--- src/shared/adsc_map.svh ---
`ifndef ADSC_MAP_SVH
`define ADSC_MAP_SVH

`define ADSC_IDX_PRIM_HIGH   8'h59
`define ADSC_IDX_PRIM_LOW    8'h5a
`define ADSC_IDX_SCAN_CH1    8'h5b
`define ADSC_IDX_SCAN_CH2    8'h5c
`define ADSC_IDX_SCAN_CH3    8'h5d
`define ADSC_IDX_SCAN_CTRL   8'h5e
`define ADSC_IDX_CONV_CTRL   8'h5f

`define ADSC_SCAN_CNT_LSB    0
`define ADSC_SCAN_CNT_MSB    1
`define ADSC_SCAN_EN_BIT     2

`define ADSC_CONV_START_BIT  0
`define ADSC_MODE_LSB        1
`define ADSC_MODE_MSB        2
`define ADSC_CONT_BIT        3
`define ADSC_BUSY_BIT        4

`define ADSC_SCAN_CTRL_RST   8'h00
`define ADSC_MODE_RST        2'h1
`define ADSC_RESULT_RST      8'h00

`endif

--- src/shared/adsc_pkg.sv ---
package adsc_pkg;

  typedef enum logic [1:0] {
    ADSC_TRUNC8,
    ADSC_RIGHT,
    ADSC_LEFT,
    ADSC_LEFT_SIGN
  } adsc_mode_e;

  typedef enum logic {
    ADSC_IDLE,
    ADSC_BUSY
  } adsc_state_e;

  // Request to the converter core
  typedef struct packed {
    logic       start;
    logic [1:0] channel;
  } adsc_conv_req_s;

  // Completion from the converter core
  typedef struct packed {
    logic       done;
    logic [9:0] result;
  } adsc_conv_rsp_s;

  // Register access strobes from the bus slave
  typedef struct packed {
    logic       wr;
    logic [7:0] wr_idx;
    logic [7:0] wdata;
    logic       rd;
    logic [7:0] rd_idx;
  } adsc_reg_acc_s;

endpackage : adsc_pkg

--- src/rtl/adsc_axil_slave.sv ---
`timescale 1ns/1ps
`include "adsc_map.svh"

module adsc_axil_slave (
  input  wire logic                   aclk,
  input  wire logic                   aresetn,
  input  wire logic [11:0]            s_axi_awaddr,
  input  wire logic                   s_axi_awvalid,
  output logic                        s_axi_awready,
  input  wire logic [31:0]            s_axi_wdata,
  input  wire logic [3:0]             s_axi_wstrb,
  input  wire logic                   s_axi_wvalid,
  output logic                        s_axi_wready,
  output logic [1:0]                  s_axi_bresp,
  output logic                        s_axi_bvalid,
  input  wire logic                   s_axi_bready,
  input  wire logic [11:0]            s_axi_araddr,
  input  wire logic                   s_axi_arvalid,
  output logic                        s_axi_arready,
  output logic [31:0]                 s_axi_rdata,
  output logic [1:0]                  s_axi_rresp,
  output logic                        s_axi_rvalid,
  input  wire logic                   s_axi_rready,
  output adsc_pkg::adsc_reg_acc_s     acc,
  input  wire logic [7:0]             rd_data,
  input  wire logic                   rd_hit,
  input  wire logic                   wr_hit
);

  logic       aw_held, next_aw_held;
  logic [7:0] aw_idx, next_aw_idx;
  logic       w_held, next_w_held;
  logic [7:0] w_data, next_w_data;
  logic       w_lane0, next_w_lane0;
  logic       next_awready, next_wready, next_arready;
  logic       next_bvalid, next_rvalid;
  logic [1:0] next_bresp, next_rresp;
  logic [31:0] next_rdata;
  logic       wr_fire, rd_fire;

  always_comb begin
    wr_fire      = aw_held && w_held && !s_axi_bvalid;
    rd_fire      = s_axi_arvalid && s_axi_arready;
    acc.wr       = wr_fire && w_lane0;
    acc.wr_idx   = aw_idx;
    acc.wdata    = w_data;
    acc.rd       = rd_fire;
    acc.rd_idx   = s_axi_araddr[9:2];
    next_aw_held = aw_held;
    next_aw_idx  = aw_idx;
    next_w_held  = w_held;
    next_w_data  = w_data;
    next_w_lane0 = w_lane0;
    next_bvalid  = s_axi_bvalid;
    next_bresp   = s_axi_bresp;
    next_rvalid  = s_axi_rvalid;
    next_rresp   = s_axi_rresp;
    next_rdata   = s_axi_rdata;
    if (s_axi_awvalid && s_axi_awready) begin
      next_aw_held = 1'b1;
      next_aw_idx  = s_axi_awaddr[9:2];
    end
    if (s_axi_wvalid && s_axi_wready) begin
      next_w_held  = 1'b1;
      next_w_data  = s_axi_wdata[7:0];
      next_w_lane0 = s_axi_wstrb[0];
    end
    if (s_axi_bvalid && s_axi_bready) begin
      next_bvalid = 1'b0;
    end
    if (wr_fire) begin
      next_aw_held = 1'b0;
      next_w_held  = 1'b0;
      next_bvalid  = 1'b1;
      next_bresp   = wr_hit ? 2'h0 : 2'h2;
    end
    if (s_axi_rvalid && s_axi_rready) begin
      next_rvalid = 1'b0;
    end
    if (rd_fire) begin
      // Narrow register in the low byte, upper bits read as zero
      next_rvalid = 1'b1;
      next_rdata  = {24'h00_0000, rd_hit ? rd_data : 8'h00};
      next_rresp  = rd_hit ? 2'h0 : 2'h2;
    end
    next_awready = !next_aw_held;
    next_wready  = !next_w_held;
    next_arready = !next_rvalid;
  end

  always_ff @(posedge aclk) begin
    if (!aresetn) begin
      aw_held       <= 1'b0;
      aw_idx        <= 8'h00;
      w_held        <= 1'b0;
      w_data        <= 8'h00;
      w_lane0       <= 1'b0;
      s_axi_awready <= 1'b0;
      s_axi_wready  <= 1'b0;
      s_axi_arready <= 1'b0;
      s_axi_bvalid  <= 1'b0;
      s_axi_bresp   <= 2'h0;
      s_axi_rvalid  <= 1'b0;
      s_axi_rresp   <= 2'h0;
      s_axi_rdata   <= 32'h0000_0000;
    end else begin
      aw_held       <= next_aw_held;
      aw_idx        <= next_aw_idx;
      w_held        <= next_w_held;
      w_data        <= next_w_data;
      w_lane0       <= next_w_lane0;
      s_axi_awready <= next_awready;
      s_axi_wready  <= next_wready;
      s_axi_arready <= next_arready;
      s_axi_bvalid  <= next_bvalid;
      s_axi_bresp   <= next_bresp;
      s_axi_rvalid  <= next_rvalid;
      s_axi_rresp   <= next_rresp;
      s_axi_rdata   <= next_rdata;
    end
  end

  property p_bvalid_hold;
    @(posedge aclk) disable iff (!aresetn)
    s_axi_bvalid && !s_axi_bready |=> s_axi_bvalid;
  endproperty
  a_bvalid_hold: assert property (p_bvalid_hold)
    else $error("Write response dropped before bready");

  property p_rvalid_after_ar;
    @(posedge aclk) disable iff (!aresetn)
    s_axi_arvalid && s_axi_arready |=> s_axi_rvalid;
  endproperty
  a_rvalid_after_ar: assert property (p_rvalid_after_ar)
    else $error("Read answer missing one cycle after address");

endmodule : adsc_axil_slave

--- src/rtl/adsc_top.sv ---
`timescale 1ns/1ps
`include "adsc_map.svh"

module adsc_top (
  input  wire logic                   aclk,
  input  wire logic                   aresetn,
  input  wire logic [11:0]            s_axi_awaddr,
  input  wire logic                   s_axi_awvalid,
  output logic                        s_axi_awready,
  input  wire logic [31:0]            s_axi_wdata,
  input  wire logic [3:0]             s_axi_wstrb,
  input  wire logic                   s_axi_wvalid,
  output logic                        s_axi_wready,
  output logic [1:0]                  s_axi_bresp,
  output logic                        s_axi_bvalid,
  input  wire logic                   s_axi_bready,
  input  wire logic [11:0]            s_axi_araddr,
  input  wire logic                   s_axi_arvalid,
  output logic                        s_axi_arready,
  output logic [31:0]                 s_axi_rdata,
  output logic [1:0]                  s_axi_rresp,
  output logic                        s_axi_rvalid,
  input  wire logic                   s_axi_rready,
  output adsc_pkg::adsc_conv_req_s    conv_req,
  input  wire adsc_pkg::adsc_conv_rsp_s conv_rsp
);

  adsc_pkg::adsc_reg_acc_s acc;
  logic [7:0]              rd_data;
  logic                    rd_hit;
  logic                    wr_hit;

  adsc_axil_slave u_slave (
    .aclk          (aclk),
    .aresetn       (aresetn),
    .s_axi_awaddr  (s_axi_awaddr),
    .s_axi_awvalid (s_axi_awvalid),
    .s_axi_awready (s_axi_awready),
    .s_axi_wdata   (s_axi_wdata),
    .s_axi_wstrb   (s_axi_wstrb),
    .s_axi_wvalid  (s_axi_wvalid),
    .s_axi_wready  (s_axi_wready),
    .s_axi_bresp   (s_axi_bresp),
    .s_axi_bvalid  (s_axi_bvalid),
    .s_axi_bready  (s_axi_bready),
    .s_axi_araddr  (s_axi_araddr),
    .s_axi_arvalid (s_axi_arvalid),
    .s_axi_arready (s_axi_arready),
    .s_axi_rdata   (s_axi_rdata),
    .s_axi_rresp   (s_axi_rresp),
    .s_axi_rvalid  (s_axi_rvalid),
    .s_axi_rready  (s_axi_rready),
    .acc           (acc),
    .rd_data       (rd_data),
    .rd_hit        (rd_hit),
    .wr_hit        (wr_hit)
  );

  // Control state
  logic [7:0]           scan_control, next_scan_control;
  adsc_pkg::adsc_mode_e mode, next_mode;
  logic                 continuous_conversion, next_continuous_conversion;
  logic                 start_pend, next_start_pend;
  // Result state
  logic [7:0]           primary_result_high, next_primary_result_high;
  logic [7:0]           primary_result_low, next_primary_result_low;
  logic [7:0]           scan_result [1:3];
  logic [7:0]           next_scan_result [1:3];
  logic                 low_locked, next_low_locked;
  // Sequencer state
  adsc_pkg::adsc_state_e    state, next_state;
  logic [1:0]               chan, next_chan;
  adsc_pkg::adsc_conv_req_s next_conv_req;

  logic [1:0] scan_count;
  logic       scan_enable;
  logic       scan_active;
  logic       trunc;

  always_comb begin
    scan_count  = scan_control[`ADSC_SCAN_CNT_MSB:`ADSC_SCAN_CNT_LSB];
    scan_enable = scan_control[`ADSC_SCAN_EN_BIT];
    trunc       = (mode == adsc_pkg::ADSC_TRUNC8);
    // Scanning only runs in truncated mode; otherwise plain channel 0
    scan_active = scan_enable && trunc;
  end

  // Register write and control
  always_comb begin
    wr_hit                     = 1'b1;
    next_scan_control          = scan_control;
    next_mode                  = mode;
    next_continuous_conversion = continuous_conversion;
    next_start_pend            = start_pend;
    if (state == adsc_pkg::ADSC_IDLE && start_pend) begin
      next_start_pend = 1'b0;
    end
    if (acc.wr) begin
      case (acc.wr_idx)
        `ADSC_IDX_SCAN_CTRL: begin
          // Upper bits are reserved and kept at zero
          next_scan_control = {5'h00, acc.wdata[2:0]};
        end
        `ADSC_IDX_CONV_CTRL: begin
          next_mode = adsc_pkg::adsc_mode_e'(
            acc.wdata[`ADSC_MODE_MSB:`ADSC_MODE_LSB]);
          next_continuous_conversion = acc.wdata[`ADSC_CONT_BIT];
          // A new start wins over the pending flag being consumed
          if (acc.wdata[`ADSC_CONV_START_BIT]) begin
            next_start_pend = 1'b1;
          end
        end
        `ADSC_IDX_PRIM_HIGH, `ADSC_IDX_PRIM_LOW, `ADSC_IDX_SCAN_CH1,
        `ADSC_IDX_SCAN_CH2, `ADSC_IDX_SCAN_CH3: begin
          wr_hit = 1'b1;
        end
        default: begin
          wr_hit = 1'b0;
        end
      endcase
    end else if (!(acc.wr_idx inside {`ADSC_IDX_PRIM_HIGH, `ADSC_IDX_PRIM_LOW,
        `ADSC_IDX_SCAN_CH1, `ADSC_IDX_SCAN_CH2, `ADSC_IDX_SCAN_CH3,
        `ADSC_IDX_SCAN_CTRL, `ADSC_IDX_CONV_CTRL})) begin
      wr_hit = 1'b0;
    end
  end

  always_ff @(posedge aclk) begin
    if (!aresetn) begin
      scan_control          <= `ADSC_SCAN_CTRL_RST;
      mode                  <= adsc_pkg::adsc_mode_e'(`ADSC_MODE_RST);
      continuous_conversion <= 1'b0;
      start_pend            <= 1'b0;
    end else begin
      scan_control          <= next_scan_control;
      mode                  <= next_mode;
      continuous_conversion <= next_continuous_conversion;
      start_pend            <= next_start_pend;
    end
  end

  // Register read
  always_comb begin
    rd_hit = 1'b1;
    case (acc.rd_idx)
      `ADSC_IDX_PRIM_HIGH: rd_data = primary_result_high;
      `ADSC_IDX_PRIM_LOW:  rd_data = primary_result_low;
      `ADSC_IDX_SCAN_CH1:  rd_data = scan_result[1];
      `ADSC_IDX_SCAN_CH2:  rd_data = scan_result[2];
      `ADSC_IDX_SCAN_CH3:  rd_data = scan_result[3];
      `ADSC_IDX_SCAN_CTRL: rd_data = scan_control;
      `ADSC_IDX_CONV_CTRL: rd_data = {3'h0, state == adsc_pkg::ADSC_BUSY,
                                      continuous_conversion, mode, 1'b0};
      default: begin
        rd_data = 8'h00;
        rd_hit  = 1'b0;
      end
    endcase
  end

  // Conversion sequencer
  always_comb begin
    next_state    = state;
    next_chan     = chan;
    next_conv_req = '{start: 1'b0, channel: conv_req.channel};
    case (state)
      adsc_pkg::ADSC_IDLE: begin
        if (start_pend) begin
          next_state    = adsc_pkg::ADSC_BUSY;
          next_chan     = 2'h0;
          next_conv_req = '{start: 1'b1, channel: 2'h0};
        end
      end
      adsc_pkg::ADSC_BUSY: begin
        if (conv_rsp.done) begin
          if (scan_active && chan < scan_count) begin
            next_chan     = chan + 2'h1;
            next_conv_req = '{start: 1'b1, channel: chan + 2'h1};
          end else if (continuous_conversion) begin
            next_chan     = 2'h0;
            next_conv_req = '{start: 1'b1, channel: 2'h0};
          end else begin
            next_state = adsc_pkg::ADSC_IDLE;
          end
        end
      end
      default: begin
        next_state = adsc_pkg::ADSC_IDLE;
      end
    endcase
  end

  always_ff @(posedge aclk) begin
    if (!aresetn) begin
      state    <= adsc_pkg::ADSC_IDLE;
      chan     <= 2'h0;
      conv_req <= '{start: 1'b0, channel: 2'h0};
    end else begin
      state    <= next_state;
      chan     <= next_chan;
      conv_req <= next_conv_req;
    end
  end

  // Result storage
  logic store;
  always_comb begin
    store                    = (state == adsc_pkg::ADSC_BUSY) && conv_rsp.done;
    next_primary_result_high = primary_result_high;
    next_primary_result_low  = primary_result_low;
    next_low_locked          = low_locked;
    // Reading high freezes low in the justified modes until low is read
    if (acc.rd && acc.rd_idx == `ADSC_IDX_PRIM_HIGH && !trunc) begin
      next_low_locked = 1'b1;
    end
    if (acc.rd && acc.rd_idx == `ADSC_IDX_PRIM_LOW) begin
      next_low_locked = 1'b0;
    end
    if (store && chan == 2'h0 && (trunc || !low_locked)) begin
      case (mode)
        adsc_pkg::ADSC_TRUNC8: begin
          // No interlock here: every channel 0 completion overwrites
          next_primary_result_high = 8'h00;
          next_primary_result_low  = conv_rsp.result[9:2];
        end
        adsc_pkg::ADSC_RIGHT: begin
          next_primary_result_high = {6'h00, conv_rsp.result[9:8]};
          next_primary_result_low  = conv_rsp.result[7:0];
        end
        adsc_pkg::ADSC_LEFT: begin
          next_primary_result_high = conv_rsp.result[9:2];
          next_primary_result_low  = {conv_rsp.result[1:0], 6'h00};
        end
        default: begin
          next_primary_result_high = {~conv_rsp.result[9],
                                      conv_rsp.result[8:2]};
          next_primary_result_low  = {conv_rsp.result[1:0], 6'h00};
        end
      endcase
    end
  end

  for (genvar g = 1; g <= 3; g++) begin : g_scan_res
    always_comb begin
      next_scan_result[g] = scan_result[g];
      if (store && scan_active && chan == 2'(g)) begin
        next_scan_result[g] = conv_rsp.result[9:2];
      end
    end
    always_ff @(posedge aclk) begin
      if (!aresetn) begin
        scan_result[g] <= `ADSC_RESULT_RST;
      end else begin
        scan_result[g] <= next_scan_result[g];
      end
    end
  end

  always_ff @(posedge aclk) begin
    if (!aresetn) begin
      primary_result_high <= `ADSC_RESULT_RST;
      primary_result_low  <= `ADSC_RESULT_RST;
      low_locked          <= 1'b0;
    end else begin
      primary_result_high <= next_primary_result_high;
      primary_result_low  <= next_primary_result_low;
      low_locked          <= next_low_locked;
    end
  end

  // Checks
  logic [1:0] last_start_chan;
  always_ff @(posedge aclk) begin
    if (!aresetn) begin
      last_start_chan <= 2'h0;
    end else if (conv_req.start) begin
      last_start_chan <= conv_req.channel;
    end
  end

  property p_scan_ch1_store;
    @(posedge aclk) disable iff (!aresetn)
    store && scan_active && chan == 2'h1
      |=> scan_result[1] == $past(conv_rsp.result[9:2]);
  endproperty
  a_scan_ch1_store: assert property (p_scan_ch1_store)
    else $error("Channel 1 scan result not stored");

  property p_scan_res_frozen;
    @(posedge aclk) disable iff (!aresetn)
    !trunc |=> $stable(scan_result[1]) && $stable(scan_result[2])
      && $stable(scan_result[3]);
  endproperty
  a_scan_res_frozen: assert property (p_scan_res_frozen)
    else $error("Scan result changed outside truncated mode");

  property p_chan_in_count;
    @(posedge aclk) disable iff (!aresetn)
    conv_req.start |-> conv_req.channel <= $past(scan_count);
  endproperty
  a_chan_in_count: assert property (p_chan_in_count)
    else $error("Converted channel beyond scan count");

  property p_reset_ctrl;
    @(posedge aclk)
    !aresetn |=> scan_control == 8'h00 && state == adsc_pkg::ADSC_IDLE;
  endproperty
  a_reset_ctrl: assert property (p_reset_ctrl)
    else $error("Scan control not cleared by reset");

  property p_no_scan_when_off;
    @(posedge aclk) disable iff (!aresetn)
    // The start pulse was decided one cycle earlier, so judge it by then
    !$past(scan_active) && conv_req.start |-> conv_req.channel == 2'h0;
  endproperty
  a_no_scan_when_off: assert property (p_no_scan_when_off)
    else $error("Channel beyond 0 converted with scan off");

  property p_trunc_low;
    @(posedge aclk) disable iff (!aresetn)
    store && trunc && chan == 2'h0
      |=> primary_result_low == $past(conv_rsp.result[9:2]);
  endproperty
  a_trunc_low: assert property (p_trunc_low)
    else $error("Truncated low result not refreshed");

  property p_ascending;
    @(posedge aclk) disable iff (!aresetn)
    conv_req.start && conv_req.channel != 2'h0
      |-> conv_req.channel == last_start_chan + 2'h1;
  endproperty
  a_ascending: assert property (p_ascending)
    else $error("Scan channels not in ascending order");

  property p_locked_low;
    @(posedge aclk) disable iff (!aresetn)
    store && low_locked && !trunc |=> $stable(primary_result_low);
  endproperty
  a_locked_low: assert property (p_locked_low)
    else $error("Latched low result overwritten");

endmodule : adsc_top

--- config.mk ---
export PLATFORM = sky130hd
export DESIGN_NAME = adsc_top
export DESIGN_NICKNAME = d
export VERILOG_FILES = /design/src/shared/adsc_pkg.sv /design/src/rtl/adsc_axil_slave.sv /design/src/rtl/adsc_top.sv
export VERILOG_INCLUDE_DIRS = /design/src /design/src/shared
export SDC_FILE = /design/constraint.sdc
export NUM_CORES = 1
export LEC_CHECK = 0
export ABC_AREA = 1
export BUFFER_PORTS_ARGS = -buffer_cell sky130_fd_sc_hd__buf_2
export CAP_MARGIN = 20
export CORE_ASPECT_RATIO = 1.1
export CORE_MARGIN = 2
export CORE_UTILIZATION = 40
export CTS_BUF_LIST = sky130_fd_sc_hd__clkbuf_4 sky130_fd_sc_hd__clkbuf_8
export CTS_CLUSTER_SIZE = 25
export DETAILED_ROUTE_END_ITERATION = 10
export HOLD_SLACK_MARGIN = 0.06
export PLACE_DENSITY = 0.62
export SLEW_MARGIN = 20
export SYNTH_ARGS = -nofsm -noshare
export SYNTH_HDL_FRONTEND = slang
export SYNTH_SLANG_ARGS = --single-unit
--- constraint.sdc ---
create_clock -name aclk -period 3 [get_ports aclk]
set_input_delay 0.15 -clock aclk [delete_from_list [all_inputs] [get_ports aclk]]
set_output_delay 0.15 -clock aclk [all_outputs]
set_load 0.05 [all_outputs]
==> results.sh <==
export IMPL_gp_congestion=0.857
export IMPL_max_vdd_ir_drop_mv=0.268
export IMPL_cts_root_buf="clkbuf_8"
export IMPL_synthCells=548
export IMPL_yosysUniqueCellTypes=35
export IMPL_ant_nets=0
export IMPL_yosysWarnings=0
export IMPL_slew_headroom_pct=47.2
export IMPL_cts_made_buffers=9
export IMPL_numClockSinks=84
export IMPL_synth_edff_count=0
export IMPL_crit_path_cell_trace="inv_1 -> nand2_4 -> inv_4 -> nor2_4 -> nor3_4 -> o21ai_0 -> a31oi_1"
export IMPL_hp_class="in2reg"
export IMPL_initial_core_util_pct=40.7
export IMPL_dieArea_um2=10800
export IMPL_ctsHtreeMaxLevel=3
export IMPL_status="finished, final reports clean"
export IMPL_mostFrequentLayoutCells="nor2_1, dfxtp_1, nand2_1, o21ai_0, buf_2"
export IMPL_finalSetupTns_ns=0
export IMPL_cts_tree="yes"
export IMPL_setup_viol=0
export IMPL_path_buf_inv=2
export IMPL_placed_area_um2=4200
export IMPL_end_kind="flop"
export IMPL_pwr_density_cell_nw_per_um2=491
export IMPL_layout_drive_gt1_share_pct=16.3
export IMPL_crit_required_ns=3.30
export IMPL_hold_viol=0
export IMPL_async_flop_share_pct=0
export IMPL_fp_dieW_um=99.2
export IMPL_dr_first_iter_drc_count=213
export IMPL_clk_latency_ns=0.37
export IMPL_grt_max_degree=58
export IMPL_postLayoutCellArea_um2=4520
export IMPL_cts_buffer_depth=2
export IMPL_grt_pass1_wl_mm=15.6
export IMPL_wl_mm=9.59
export IMPL_fin_util_pct=46.2
export IMPL_grt_overflow_total=0
export IMPL_slowest_stage="dfxtp_1"
export IMPL_row_count=38
export IMPL_period_share_pct=61.9
export IMPL_io_pins=122
export IMPL_crit_path_max_incr_delay_ns=0.48
export IMPL_worstSetupPathType="reg2reg"
export IMPL_final_nets=691
export IMPL_vias=3600
export IMPL_finClkSkew_ns=0.0141
export IMPL_arrival_ns=2.15
export IMPL_synthFlopType="dfxtp_1"
export IMPL_io_buffers=56
export IMPL_cp_max_fo=16
export IMPL_antenna_found_initial=0
export IMPL_dp_final_hpwl_mm=6.87
export IMPL_grt_pass1_vias=3259
export IMPL_ys_seq_elements=84
export IMPL_final_common_cell="nor2_1"
export IMPL_postSynthAreaPerCell_um2=7.28
export IMPL_grt_setup_unrepaired="false"
export IMPL_dr_pass1_iters=4
export IMPL_core_um2=9790
export IMPL_die_y_um=109
export IMPL_areaGrowthSynthToFinish_pct=13.4
export IMPL_synth_seq_area_share_pct=42.2
export IMPL_maxCapViolCount=0
export IMPL_routedWlPerCell_um=13.1
export IMPL_final_min_clock_period_ns=1.86
export IMPL_track_usage_pct=18.5
export IMPL_n_antenna_cell=0
export IMPL_drc=0
export IMPL_tightest_slew_ns=0.788
export IMPL_p_leak_uw=0.00203
export IMPL_critPathLaunchType="flop"
export IMPL_via_per_inst=4.91
export IMPL_fmax_mhz=538
export IMPL_drv_slew=0
export IMPL_cts_setup_buffers=0
export IMPL_power_total_uw=2220
export IMPL_syn_cell_area_um2=3990
export IMPL_crit_family="simple AND/OR/NAND/NOR gates"
export IMPL_path_clk_slew_ns=0.09
==> stage by stage <==
step	hold slack, ns	cells	setup WS, ns
2_1_floorplan	0.310	573	1.63
3_3_place_gp	0.403	705	1.18
3_5_place_dp	0.411	705	1.16
4_1_cts	0.0609	733	1.15
5_1_grt	0.0789	733	0.927
6_report	0.0690	733	1.14
==> logic make-up after synthesis <==
| group | synth area share [%] |
|---|---|
| simple gates | 24.5 |
| compound gates | 17.8 |
| buf+inv | 13.9 |
| flops | 42.2 |
| fa+ha+maj | 1.57 |
| other cells | 0.0940 |
==> cells in the mapped netlist (3+ instances only) <==
cell | n | area, µm²
o21ai_1 | 5 | 25.0
nand2_1 | 73 | 274
nor2_1 | 85 | 319
o22ai_1 | 4 | 25.0
dfxtp_1 | 84 | 1680
a31oi_1 | 6 | 37.5
a21oi_2 | 7 | 61.3
nand2_2 | 4 | 25.0
buf_2 | 4 | 20.0
nand3_1 | 52 | 260
o21ai_0 | 57 | 285
buf_4 | 27 | 203
inv_1 | 52 | 195
a21oi_1 | 41 | 205
clkbuf_1 | 10 | 37.5
a211oi_1 | 3 | 22.5
ha_1 | 5 | 62.6
clkinv_2 | 3 | 15.0
==> sequential cells by signal (all words and copies together), names as in the netlist, 2 cells and up <==
| signal | count |
|---|---|
| u_slave.s_axi_rdata | 8 |
| primary_result_low | 8 |
| conv_req | 3 |
| chan | 2 |
| u_slave.aw_idx | 8 |
| scan_control | 3 |
| primary_result_high | 8 |
| scan_result | 24 |
| u_slave.w_data | 4 |
| mode | 2 |
==> repair_timing <==
action / 4_1_cts / 5_1_grt
gates resized for setup: 0 / 0
hold endpoints to repair: 12 / 0
hold buffers: 12 / 0
==> worst paths after layout <==
check                           slack [ns]                                   to                  start  depth (start not counted)
worst max-delay path                  1.14   primary_result_low[4]$_SDFFE_PN0P_   mode[1]$_SDFFE_PN0P_                          7
worst min-delay path                  0.07  primary_result_high[3]$_SDFFE_PN0P_            conv_rsp[5]                          3
worst max register to register        1.14   primary_result_low[4]$_SDFFE_PN0P_   mode[1]$_SDFFE_PN0P_                          7
worst min register to register        0.46                start_pend$_SDFF_PN0_  start_pend$_SDFF_PN0_                          2
==> per-layer routing <==
metal	share of wire (%)	vias up	track usage, %
li1	-	1855	-
met1	43	1627	23.6
met2	48	101	30.6
met3	6.2	17	2.95
met4	2.2	0	8.61
met5	0	-	0
==> final cells by class <==
class / count / area [µm²]
Clock buffer: 10 / 138
Multi-Input combinational cell: 384 / 1850
Clock inverter: 6 / 62.6
Inverter: 59 / 228
Timing Repair Buffer: 70 / 415
Sequential cell: 84 / 1680
Fill cell: 1037 / 5270
Tap cell: 120 / 150
==> power breakdown <==
group	switching [µW]	total, µW	internal [µW]
clock	427	834	408
sequential	11.5	1150	1140
combinational	182	239	57.0
==> worst register-to-register path, delay by kind of cell (launching register included) <==
kind,cells,cell delay [ns]
AO/OA/AOI/OAI,2,0.33
buffers and inverters,2,0.33
flip-flops,1,0.48
AND/OR/NAND/NOR,3,0.66
Note: power is estimated with default switching activity, not from simulation.
